[config.mk]
export PLATFORM = sky130hd
export DESIGN_NAME = power_mode_clock_switch
export DESIGN_NICKNAME = d
export VERILOG_FILES = /design/src/sync_stage.v /design/src/tick_counter.v /design/src/power_mode_clock_switch.v
export VERILOG_INCLUDE_DIRS = /design/src /design/src/src
export SDC_FILE = /design/constraint.sdc
export NUM_CORES = 1
export LEC_CHECK = 0
export ABC_CLOCK_PERIOD_IN_PS = 4300
export BUFFER_PORTS_ARGS = -buffer_cell sky130_fd_sc_hd__buf_2
export CORE_AREA = 2 2 104 106
export CTS_BUF_LIST = sky130_fd_sc_hd__clkbuf_4 sky130_fd_sc_hd__clkbuf_8 sky130_fd_sc_hd__clkbuf_16
export DETAILED_ROUTE_END_ITERATION = 8
export DIE_AREA = 0 0 106 108
export GPL_TIMING_DRIVEN = 0
export PLACE_DENSITY = 0.56
export SYNTH_ARGS = -nofsm -noshare
export SYNTH_HDL_FRONTEND = slang
export SYNTH_SLANG_ARGS = --single-unit
[constraint.sdc]
create_clock -name clk_i -period 4.3 [get_ports clk_i]
set_clock_uncertainty 0.15 [all_clocks]
set_input_delay 0.86 -clock clk_i [delete_from_list [all_inputs] [get_ports clk_i]]
set_output_delay 0.86 -clock clk_i [all_outputs]
set_load 0.01 [all_outputs]
[src/pwr_mode_map.vh]
// constants and register map of the power mode clock switch
`ifndef PWR_MODE_MAP_VH
`define PWR_MODE_MAP_VH
// register byte addresses
`define ADDR_OSC_CTRL 4'h0
`define ADDR_SEC_CTRL 4'h4
`define ADDR_MODE_STAT 4'h8
`define ADDR_START_CFG 4'hc
// oscillator control fields
`define OSC_GATE_BIT 7
`define OSC_IRC_HI 6
`define OSC_IRC_LO 4
`define OSC_PRI_FLAG_BIT 3
`define OSC_INT_FLAG_BIT 2
`define OSC_SEL_HI 1
`define OSC_SEL_LO 0
// secondary control fields
`define SEC_FLAG_BIT 6
`define SEC_ENABLE_BIT 3
// status fields
`define STAT_MODE_HI 2
`define STAT_MODE_LO 0
`define STAT_STATE_HI 6
`define STAT_STATE_LO 4
// start-up configuration fields
`define CFG_TWO_SPEED_BIT 0
`define CFG_FAIL_SAFE_BIT 1
`define CFG_INT_PRIMARY_BIT 2
// reset values
`define GATE_RESET 1'h0
`define SEL_RESET 2'h0
`define IRC_RESET 3'h0
// clock sources
`define SRC_NONE 2'h0
`define SRC_PRI 2'h1
`define SRC_SEC 2'h2
`define SRC_INT 2'h3
// mode codes {idle, source minus one}; sleep has its own
`define MODE_PRIMARY_RUN_MODE 3'h0
`define MODE_SECONDARY_RUN_MODE 3'h1
`define MODE_INT_RUN 3'h2
`define MODE_PRIMARY_IDLE_MODE 3'h4
`define MODE_SECONDARY_IDLE_MODE 3'h5
`define MODE_INT_IDLE 3'h6
`define MODE_SLEEP 3'h7
// timing
`define SWITCH_TICKS 8
`define CLK_PERIOD_NS 50
`define WAKE_DELAY_NS 10000
`endif

[src/sync_stage.v]
// two flip-flop synchroniser for a group of asynchronous levels
`timescale 1ns/1ps
module sync_stage #(
   parameter WIDTH = 7
) (
   input wire clk_i,
   input wire sys_rst_i,
   input wire [WIDTH-1:0] async_i,
   output wire [WIDTH-1:0] sync_o
);
   reg [WIDTH-1:0] meta_q;
   reg [WIDTH-1:0] stab_q;
   genvar g;
   // one two-stage chain per bit; first stage feeds only the second
   generate
      for (g = 0; g < WIDTH; g = g + 1) begin : g_bit
         always @(posedge clk_i) begin
            if (sys_rst_i) begin
               meta_q[g] <= 1'b0;
               stab_q[g] <= 1'b0;
            end else begin
               meta_q[g] <= async_i[g];
               stab_q[g] <= meta_q[g];
            end
         end
      end
   endgenerate
   assign sync_o = stab_q;
endmodule // sync_stage

[src/tick_counter.v]
// counts ticks of the incoming clock source during a switch
`timescale 1ns/1ps
module tick_counter #(
   parameter COUNT = 8
) (
   input wire clk_i,
   input wire sys_rst_i,
   input wire start_i,
   input wire tick_i,
   output wire done_o
);
   reg [4:0] cnt_q;
   reg run_q;
   // restart wins over a tick in the same cycle
   always @(posedge clk_i) begin
      if (sys_rst_i) begin
         cnt_q <= 5'h00;
         run_q <= 1'b0;
      end else if (start_i) begin
         cnt_q <= 5'h00;
         run_q <= 1'b1;
      end else if (run_q && tick_i) begin
         cnt_q <= cnt_q + 5'h01;
         if (cnt_q == COUNT - 1)
            run_q <= 1'b0;
      end
   end
   assign done_o = run_q && tick_i && (cnt_q == COUNT - 1);
endmodule // tick_counter

[src/power_mode_clock_switch.v]
// power mode controller with glitch-free source switch and ahb-lite registers
//
// Implementation choices: the AHB-Lite interface to the registers and the register offsets.
`timescale 1ns/1ps
`include "pwr_mode_map.vh"
module power_mode_clock_switch #(
   parameter SWITCH_TICKS = `SWITCH_TICKS
) (
   input wire clk_i,
   input wire sys_rst_i,
   // ahb-lite slave
   input wire hsel,
   input wire [31:0] haddr,
   input wire [1:0] htrans,
   input wire hwrite,
   input wire [2:0] hsize,
   input wire [31:0] hwdata,
   input wire hready,
   output wire hreadyout,
   output wire hresp,
   output wire [31:0] hrdata,
   // cpu core side, same clock
   input wire sleep_i,
   // oscillators and wake sources, asynchronous
   input wire pri_tick_i,
   input wire sec_tick_i,
   input wire int_tick_i,
   input wire pri_ready_i,
   input wire int_stable_i,
   input wire irq_pending_i,
   input wire wdt_timeout_i,
   // clock gating and oscillator control
   output wire cpu_clk_en_o,
   output wire periph_clk_en_o,
   output wire [1:0] sys_clk_src_o,
   output wire pri_osc_en_o,
   output wire cpu_ready_o,
   output wire wdt_reset_o
);
   localparam ST_RUN = 3'h0;
   localparam ST_SWITCH = 3'h1;
   localparam ST_PARK = 3'h2;
   localparam ST_WAKE = 3'h3;
   localparam ST_BACK = 3'h4;
   // wake delay in system clock cycles, rounded up
   localparam integer WAKE_CYCLES_N =
      (`WAKE_DELAY_NS + `CLK_PERIOD_NS - 1) / `CLK_PERIOD_NS;
   localparam [7:0] WAKE_CYCLES = WAKE_CYCLES_N[7:0];

   // software registers
   reg gate_q;
   reg [2:0] irc_q;
   reg [1:0] sel_q;
   reg sec_en_q;
   reg two_speed_q;
   reg fail_safe_q;
   reg int_primary_q;
   // mode machine
   reg [2:0] state_q;
   reg [2:0] after_q;
   reg [2:0] mode_q;
   reg [1:0] src_q;
   reg [1:0] tgt_q;
   reg pri_on_q;
   reg [7:0] wake_cnt_q;
   reg wdt_rst_q;
   reg sw_start_q;
   // ahb data phase
   reg dp_valid_q;
   reg dp_write_q;
   reg [3:0] dp_addr_q;
   // synchronised pins and edges
   reg [2:0] tick_last_q;
   wire [6:0] pin_sync;
   wire [2:0] tick_edge;
   wire ready_s;
   wire stable_s;
   wire irq_s;
   wire wdt_s;
   wire wdt_edge;
   reg wdt_last_q;
   wire sw_done;
   reg new_tick;
   // decode of a sleep request
   reg [1:0] req_src;
   reg [2:0] req_mode;
   reg req_ignore;
   wire wake_ev;
   wire irc_fast;
   wire pri_flag;
   wire int_flag;
   wire sec_flag;
   wire switching;
   reg [31:0] rd_mux;

   // all oscillator and wake pins cross into the system clock here
   sync_stage #(
      .WIDTH(7)
   ) u_sync (
      .clk_i(clk_i),
      .sys_rst_i(sys_rst_i),
      .async_i({wdt_timeout_i, irq_pending_i, int_stable_i, pri_ready_i,
         int_tick_i, sec_tick_i, pri_tick_i}),
      .sync_o(pin_sync)
   );
   assign ready_s = pin_sync[3];
   assign stable_s = pin_sync[4];
   assign irq_s = pin_sync[5];
   assign wdt_s = pin_sync[6];

   // rising edges of each source stand for one period of it
   always @(posedge clk_i) begin
      if (sys_rst_i) begin
         tick_last_q <= 3'h0;
         wdt_last_q <= 1'b0;
      end else begin
         tick_last_q <= pin_sync[2:0];
         wdt_last_q <= wdt_s;
      end
   end
   assign tick_edge = pin_sync[2:0] & ~tick_last_q;
   assign wdt_edge = wdt_s & ~wdt_last_q;
   assign wake_ev = irq_s || wdt_edge;

   // tick of the source being switched to
   always @* begin
      case (tgt_q)
         `SRC_PRI: new_tick = tick_edge[0];
         `SRC_SEC: new_tick = tick_edge[1];
         `SRC_INT: new_tick = tick_edge[2];
         default: new_tick = 1'b0;
      endcase
   end

   tick_counter #(
      .COUNT(SWITCH_TICKS)
   ) u_count (
      .clk_i(clk_i),
      .sys_rst_i(sys_rst_i),
      .start_i(sw_start_q),
      .tick_i(new_tick),
      .done_o(sw_done)
   );

   // decode gate and select as they stand when sleep executes
   always @* begin
      req_ignore = 1'b0;
      case (sel_q)
         2'h0: req_src = `SRC_PRI;
         2'h1: req_src = `SRC_SEC;
         default: req_src = `SRC_INT;
      endcase
      req_mode = {gate_q, 2'h0} | {1'b0, req_src - 2'h1};
      if (!gate_q && sel_q == 2'h0) begin
         req_mode = `MODE_SLEEP;
         req_src = `SRC_NONE;
      end
      if (sel_q == 2'h1 && !sec_en_q)
         req_ignore = 1'b1;
   end

   // mode machine; gate and select are never written here
   always @(posedge clk_i) begin
      if (sys_rst_i) begin
         state_q <= ST_RUN;
         after_q <= ST_RUN;
         mode_q <= `MODE_PRIMARY_RUN_MODE;
         src_q <= `SRC_PRI;
         tgt_q <= `SRC_PRI;
         pri_on_q <= 1'b1;
         wake_cnt_q <= 8'h00;
         wdt_rst_q <= 1'b0;
         sw_start_q <= 1'b0;
      end else begin
         wdt_rst_q <= 1'b0;
         sw_start_q <= 1'b0;
         case (state_q)
            ST_RUN: begin
               if (wdt_edge) begin
                  wdt_rst_q <= 1'b1;
               end else if (sleep_i && !req_ignore) begin
                  mode_q <= req_mode;
                  tgt_q <= req_src;
                  if (req_src == `SRC_NONE) begin
                     src_q <= `SRC_NONE;
                     pri_on_q <= 1'b0;
                     state_q <= ST_PARK;
                  end else if (req_src != src_q) begin
                     sw_start_q <= 1'b1;
                     after_q <= req_mode[2] ? ST_PARK : ST_RUN;
                     state_q <= ST_SWITCH;
                  end else begin
                     state_q <= req_mode[2] ? ST_PARK : ST_RUN;
                  end
               end else if (irq_s && src_q != `SRC_PRI) begin
                  pri_on_q <= 1'b1;
                  state_q <= ST_BACK;
               end
            end
            ST_SWITCH: begin
               if (sw_done) begin
                  src_q <= tgt_q;
                  state_q <= after_q;
                  if (tgt_q != `SRC_PRI)
                     pri_on_q <= 1'b0; // primary idles only off its own source
               end
            end
            ST_PARK: begin
               if (wake_ev) begin
                  pri_on_q <= 1'b1;
                  wake_cnt_q <= 8'h00;
                  if (mode_q != `MODE_SLEEP) begin
                     mode_q <= {1'b0, mode_q[1:0]};
                     state_q <= ST_WAKE;
                  end else if (two_speed_q || fail_safe_q) begin
                     mode_q <= `MODE_INT_RUN;
                     tgt_q <= `SRC_INT;
                     sw_start_q <= 1'b1;
                     after_q <= ST_WAKE;
                     state_q <= ST_SWITCH;
                  end else begin
                     state_q <= ST_BACK;
                  end
               end
            end
            ST_WAKE: begin
               wake_cnt_q <= wake_cnt_q + 8'h01;
               if (wake_cnt_q == WAKE_CYCLES - 8'h01)
                  state_q <= (src_q == `SRC_PRI) ? ST_RUN : ST_BACK;
            end
            ST_BACK: begin
               pri_on_q <= 1'b1; // a fast start parks the primary, restart it here
               // a run mode here except after a sleep wake without fast start: a watchdog edge asks for reset
               if (wdt_edge) begin
                  wdt_rst_q <= 1'b1;
               end else if (ready_s) begin
                  mode_q <= `MODE_PRIMARY_RUN_MODE;
                  tgt_q <= `SRC_PRI;
                  sw_start_q <= 1'b1;
                  wake_cnt_q <= 8'h00;
                  after_q <= (src_q == `SRC_NONE) ? ST_WAKE : ST_RUN;
                  state_q <= ST_SWITCH;
               end
            end
            default: state_q <= ST_RUN;
         endcase
      end
   end

   // clock gates: nothing runs while the switch counts
   assign switching = (state_q == ST_SWITCH);
   assign periph_clk_en_o = !switching && (src_q != `SRC_NONE);
   assign cpu_clk_en_o = periph_clk_en_o &&
      (state_q == ST_RUN || state_q == ST_BACK);
   assign cpu_ready_o = cpu_clk_en_o;
   assign sys_clk_src_o = src_q;
   assign pri_osc_en_o = pri_on_q;
   assign wdt_reset_o = wdt_rst_q;

   // status flags follow the source actually driving the clock
   assign irc_fast = (irc_q != 3'h0);
   assign pri_flag = !switching && src_q == `SRC_PRI && ready_s;
   assign sec_flag = !switching && src_q == `SRC_SEC;
   assign int_flag = !switching && irc_fast && stable_s &&
      (src_q == `SRC_INT || (int_primary_q && src_q == `SRC_PRI));

   // ahb-lite address phase capture
   always @(posedge clk_i) begin
      if (sys_rst_i) begin
         dp_valid_q <= 1'b0;
         dp_write_q <= 1'b0;
         dp_addr_q <= 4'h0;
      end else if (hready) begin
         dp_valid_q <= hsel && htrans[1];
         dp_write_q <= hwrite;
         dp_addr_q <= haddr[3:0];
      end
   end

   // register writes in the data phase; select only stored
   always @(posedge clk_i) begin
      if (sys_rst_i) begin
         gate_q <= `GATE_RESET;
         irc_q <= `IRC_RESET;
         sel_q <= `SEL_RESET;
         sec_en_q <= 1'b0;
         two_speed_q <= 1'b0;
         fail_safe_q <= 1'b0;
         int_primary_q <= 1'b0;
      end else if (dp_valid_q && dp_write_q) begin
         case (dp_addr_q)
            `ADDR_OSC_CTRL: begin
               gate_q <= hwdata[`OSC_GATE_BIT];
               irc_q <= hwdata[`OSC_IRC_HI:`OSC_IRC_LO];
               sel_q <= hwdata[`OSC_SEL_HI:`OSC_SEL_LO];
            end
            `ADDR_SEC_CTRL: begin
               sec_en_q <= hwdata[`SEC_ENABLE_BIT];
            end
            `ADDR_START_CFG: begin
               two_speed_q <= hwdata[`CFG_TWO_SPEED_BIT];
               fail_safe_q <= hwdata[`CFG_FAIL_SAFE_BIT];
               int_primary_q <= hwdata[`CFG_INT_PRIMARY_BIT];
            end
            default: begin
            end
         endcase
      end
   end

   // read mux; unmapped offsets read zero
   always @* begin
      rd_mux = 32'h0000_0000;
      case (dp_addr_q)
         `ADDR_OSC_CTRL: begin
            rd_mux[`OSC_GATE_BIT] = gate_q;
            rd_mux[`OSC_IRC_HI:`OSC_IRC_LO] = irc_q;
            rd_mux[`OSC_PRI_FLAG_BIT] = pri_flag;
            rd_mux[`OSC_INT_FLAG_BIT] = int_flag;
            rd_mux[`OSC_SEL_HI:`OSC_SEL_LO] = sel_q;
         end
         `ADDR_SEC_CTRL: begin
            rd_mux[`SEC_FLAG_BIT] = sec_flag;
            rd_mux[`SEC_ENABLE_BIT] = sec_en_q;
         end
         `ADDR_MODE_STAT: begin
            rd_mux[`STAT_MODE_HI:`STAT_MODE_LO] = mode_q;
            rd_mux[`STAT_STATE_HI:`STAT_STATE_LO] = state_q;
         end
         `ADDR_START_CFG: begin
            rd_mux[`CFG_TWO_SPEED_BIT] = two_speed_q;
            rd_mux[`CFG_FAIL_SAFE_BIT] = fail_safe_q;
            rd_mux[`CFG_INT_PRIMARY_BIT] = int_primary_q;
         end
         default: rd_mux = 32'h0000_0000;
      endcase
   end

   // zero wait states keep read-after-write coherent without forwarding
   assign hrdata = (dp_valid_q && !dp_write_q) ? rd_mux : 32'h0000_0000;
   assign hreadyout = 1'b1;
   assign hresp = 1'b0;
endmodule // power_mode_clock_switch

## Word level (Yosys, flattened, before mapping)

Index checks and enable logic that the tools add are counted.

- Logic and storage cells: 221
- Register bits: 64
- Output and inout port bits: 41
- Bits of input ports: 82

- Mux-type cells: 84
- Reduce and logical (&&, ||, !) cells: 54
- Bitwise logic cells: 6
- Equality and inequality tests: 36
- Add/subtract/negate cells: 3

Operators with widths:

| kind | count |
|---|---|
| two-way mux 3 bit | 28 |
| two-way mux 2 bit | 16 |
| two-way mux 8 bit | 4 |
| case mux 3 bit (3 select lines) | 3 |
| case mux 8 bit (3 select lines) | 1 |
| two-way mux 1 bit | 22 |
| inequality test 2 bit, second input constant | 11 |
| AND reduction 7 bit | 3 |
| logical AND 1 bit | 18 |
| case mux 3 bit (5 select lines) | 1 |
| inequality test 3 bit, second input constant | 4 |
| case mux 2 bit (2 select lines) | 3 |
| AND reduction 10 bit | 1 |
| case mux 1 bit (3 select lines) | 3 |
| nonzero test 3 bit | 3 |
| adder 8 x 1 -> 8 bit, second input constant | 1 |
| equality test 2 bit, second input constant | 4 |
| equality test 4 bit, second input constant | 2 |
| equality test 8 bit, second input constant | 1 |
| inequality test 2 x 1 -> 1 bit, second input constant | 4 |
| AND reduction 2 bit | 4 |
| AND reduction 8 bit | 1 |
| nonzero test 2 bit | 4 |
| equality test 2 x 1 -> 1 bit, second input constant | 3 |
| other kinds (25) | 38 |

## Depth between registers and ports, before layout

- Depth after elaboration: 11
- Mapped depth: 7

## Hierarchy

From an unflattened synthesis, not the netlist that was laid out.

- Cells, all modules: 384
- Area total of the unflattened synthesis: 3280.6 sq um

By module, submodules not included:

| module | times used | cells an instance | sequential area each (sq um) | area each (sq um) |
|---|---|---|---|---|
| power_mode_clock_switch | 1 | 325 | 860.8 | 2613.8 |
| sync_stage | 1 | 29 | 280.3 | 407.9 |
| tick_counter | 1 | 30 | 120.1 | 259.0 |

## Least setup slack after synthesis

Ideal clock, no wire load.

- Path kind: reg2out
- From: register state_q[1]
- To: output port hrdata[6]
- Buffers on the path: 1
- Cell stages (with the launch flop): 6
- Setup slack: 1833 ps
- Required time: 3290 ps
- Data arrival time: 1457 ps
- Cell sequence: dfxtp_1 -> clkbuf_1 -> nor3b_2 -> nor4b_1 -> a221oi_1 -> nor3b_1

- Word-level cells in the longest chain between the ends: 5

Ends and longest elaborated chain:

| element | RTL line | text |
|---|---|---|
| from (decl) | power_mode_clock_switch.v:59 | `reg [2:0] state_q;` |
| from (signal assigned) | power_mode_clock_switch.v:193 | `state_q <= req_mode[2] ? ST_PARK : ST_RUN;` |
| from (signal assigned) | power_mode_clock_switch.v:203 | `state_q <= after_q;` |
| from (signal assigned) | power_mode_clock_switch.v:229 | `` state_q <= (src_q == `SRC_PRI) ? ST_RUN : ST_BACK; `` |
| equality test 3 x 1 -> 1 bit | power_mode_clock_switch.v:251 | `assign switching = (state_q == ST_SWITCH);` |
| logical NOT 1 bit | power_mode_clock_switch.v:263 | `` assign sec_flag = !switching && src_q == `SRC_SEC; `` |
| logical AND 1 bit (no line) | -- |  |
| case mux 1 bit (3 select lines) | power_mode_clock_switch.v:314 | `case (dp_addr_q)` |
| two-way mux 8 bit | power_mode_clock_switch.v:340 | `assign hrdata = (dp_valid_q && !dp_write_q) ? rd_mux : 32'h0000_0000;` |
| to (decl) | power_mode_clock_switch.v:21 | `output wire [31:0] hrdata,` |

Every way passes these cells.

## Worst setup path after layout

Same ends and word-level chain as after synthesis.

==> impl_metrics.env <==
export IMPL_final_period_utilization_pct=74.8
export IMPL_drc=0
export IMPL_r2r_end="after_q[1]"
export IMPL_post_cts_buffers=0
export IMPL_whs_path_depth=1
export IMPL_r2r_start="state_q[1]"
export IMPL_cts_tree="built"
export IMPL_overflow=0
export IMPL_fp_coreArea_um2=10200
export IMPL_yosysWarnings=0
export IMPL_crit_fanout=10
export IMPL_antenna_found_initial=0
export IMPL_layout_commonest_cell="dfxtp_1"
export IMPL_seq_area_um2=1260
export IMPL_wl_um=8270
export IMPL_place_gp_congestion=0.883
export IMPL_end_kind="primary output"
export IMPL_setup_viol=0
export IMPL_rsz0062_at_grt="no"
export IMPL_syn_inst=379
export IMPL_cp_arrival_ns=2.21
export IMPL_dr_first_iter_drc_count=177
export IMPL_vias=2905
export IMPL_multi_input_area_um2=1820
export IMPL_root_buffer="clkbuf_8"
export IMPL_ant_nets=0
export IMPL_async_reset_ff_share_pct=0
export IMPL_pin_count=123
export IMPL_numCtsBuffers=9
export IMPL_cts_sinks=63
export IMPL_synth_area_um2=3310
export IMPL_finalHoldViolCount=0
export IMPL_wire_per_inst_um=13.9
export IMPL_n_antenna_cell=0
export IMPL_worst_setup_path_type="reg2out"
export IMPL_cts_buffer_depth=2
export IMPL_cp_required_ns=3.29
export IMPL_rrSetupSlack_ns=2.05
export IMPL_hold_class="reg2reg"
export IMPL_tns_ns=0
export IMPL_final_cell_mix="dfxtp_1 (63), buf_2 (42), nor2_1 (42)"
export IMPL_synth_seq_area_share_pct=38.1
export IMPL_drv_slew=0
export IMPL_clock_latency_ns=0.34
export IMPL_grtUsageTotal_pct=15.2
export IMPL_htreeDepth=3
export IMPL_grt_pass1_wl_um=13600
export IMPL_grt_pass1_vias=2641
export IMPL_syn2layout_area_growth_pct=21.5
export IMPL_synth_top_flop_cell="dfxtp_1"
export IMPL_setup_worst_path_start="state_q[1]"
export IMPL_synth_distinct_cells=65
export IMPL_leakage_uw=0.00162
export IMPL_die_width_um=106
export IMPL_peakVddDrop_v=0.000226
export IMPL_hold_start="u_sync.meta_q[2]"
export IMPL_drv_cap=0
export IMPL_reg2reg_depth=5
export IMPL_hpwlAfterDp_um=6050
export IMPL_powerDensity_nw_per_um2=517
export IMPL_ys_top_cells_by_area="dfxtp_1 (38%), buf_4 (6.4%), mux2i_1 (6.4%)"
export IMPL_cts_resized=0
export IMPL_nFillCells=1065
export IMPL_synth_edff_count=0
export IMPL_worstMarginPinSlew_ns=0.778
export IMPL_power_uw=2070
export IMPL_dieArea_um2=11400
export IMPL_initial_utilization_pct=32.3
export IMPL_clk_pin_slew_ns=0.07
export IMPL_min_to="u_sync.sync_o[2]"
export IMPL_fin_crit_ns=3.22
export IMPL_ys_seq_elements=63
export IMPL_worst_hold_slack_ns=0.292
export IMPL_drt_pass1_iterations=4
export IMPL_clock_fmax_mhz=311
export IMPL_avgSynthCellArea_um2=8.73
export IMPL_cts_hold_buf=0
export IMPL_cp_start_kind="flip-flop"
export IMPL_outcome="complete, no violations"
export IMPL_layout_nets=537
export IMPL_grt_max_degree=13
export IMPL_row_count=37
export IMPL_netlist_area_leader_share_pct=38.1
export IMPL_via_per_inst=4.89
export IMPL_portBuffers=39
export IMPL_die_h_um=108
export IMPL_synth_top_area_cell="dfxtp_1"
export IMPL_relSlewSlack_pct=47.6
export IMPL_drive_above_1_share_pct=22.3
[flip-flops by register name, indices dropped and copies added (netlist names), 3 cells and up]
| register | cells |
|---|---|
| u_sync.meta_q | 7 |
| u_sync.sync_o | 7 |
| irc_q | 3 |
| tick_last_q | 3 |
| u_count.cnt_q | 5 |
| wake_cnt_q | 8 |
| dp_addr_q | 4 |
| mode_q | 3 |
| state_q | 3 |
[report_power, final]
| group | total, uW | switching, uW | internal (uW) |
|---|---|---|---|
| clock network | 649 | 244 | 405 |
| logic | 709 | 430 | 279 |
| registers | 716 | 65.3 | 651 |
| total | 2070 | 740 | 1330 |
[routing by layer]
| layer | up-vias | routed length, um | GRT usage, % |
|---|---|---|---|
| met5 | - | 0 | 0 |
| met4 | 0 | 160 | 6.11 |
| met3 | 15 | 566 | 3.56 |
| met2 | 99 | 3770 | 24.8 |
| met1 | 1344 | 3770 | 19.4 |
| li1 | 1447 | - | - |
[critical path, cell delays in order, from the launching register on]
cell and delay (ns):
dfxtp_1 0.45, clkbuf_1 0.38, nor3b_2 0.20, nor4b_1 0.34, a221oi_1 0.09, nor3b_1 0.24
buf_2 0.17
[cell families (layout without fill, tap and decap cells)]
group / Yosys count / after routing / share of synthesized area, %
and+or+nand+nor: 157 / 157 / 27.2
DFF: 63 / 63 / 38.1
adders and majority gates: 2 / 2 / 0.757
other: 2 / 26 / 0.227
muxes: 23 / 23 / 7.04
AOI/OAI and AO/OA: 71 / 71 / 14.3
buffers and inverters: 50 / 105 / 9.42
xor gates and xnor gates: 11 / 11 / 2.91
[metrics by stage]
stage	std cells	area [um2]	utilization, %	worst slack, ns
floorplan	403	3400	-	1.83
global placement	578	3760	36.8	1.47
detailed placement	578	3760	36.8	1.46
CTS	594	4020	39.3	1.07
global route	594	4020	39.3	0.938
finish	594	4020	39.3	1.08
[area by class of cell]
class	instances	area share, %
multi-input cells	290	45.4
flip-flops and latches	63	31.4
plain buffers	45	7.29
repair buffers	39	4.86
well taps	136	4.24
clock buffers	10	3.43
clock inverters	6	2.90
inverters	5	0.467
[cell usage after synthesis (all sizes together), types with 5 or more instances]
cell and n:
a21oi 17, buf 35, clkbuf 10, dfxtp 63, inv 5, mux2i 21, nand2 17, nand2b 10
nand3 8, nor2 43, nor2b 25, nor3 18, nor4 9, o21ai 18, o31ai 5, xnor2 8
[how the worst max path moves through the flow]
| stage | to | slack, ns |
|---|---|---|
| final | hrdata[6] | 1.08 |
| after global routing | hrdata[6] | 0.94 |
| after CTS | hrdata[6] | 1.07 |
| after detailed placement | hrdata[6] | 1.46 |
| after global placement | hrdata[6] | 1.47 |
| after floorplan | hrdata[6] | 1.83 |
No activity file was read; power rests on OpenSTA's default activity.
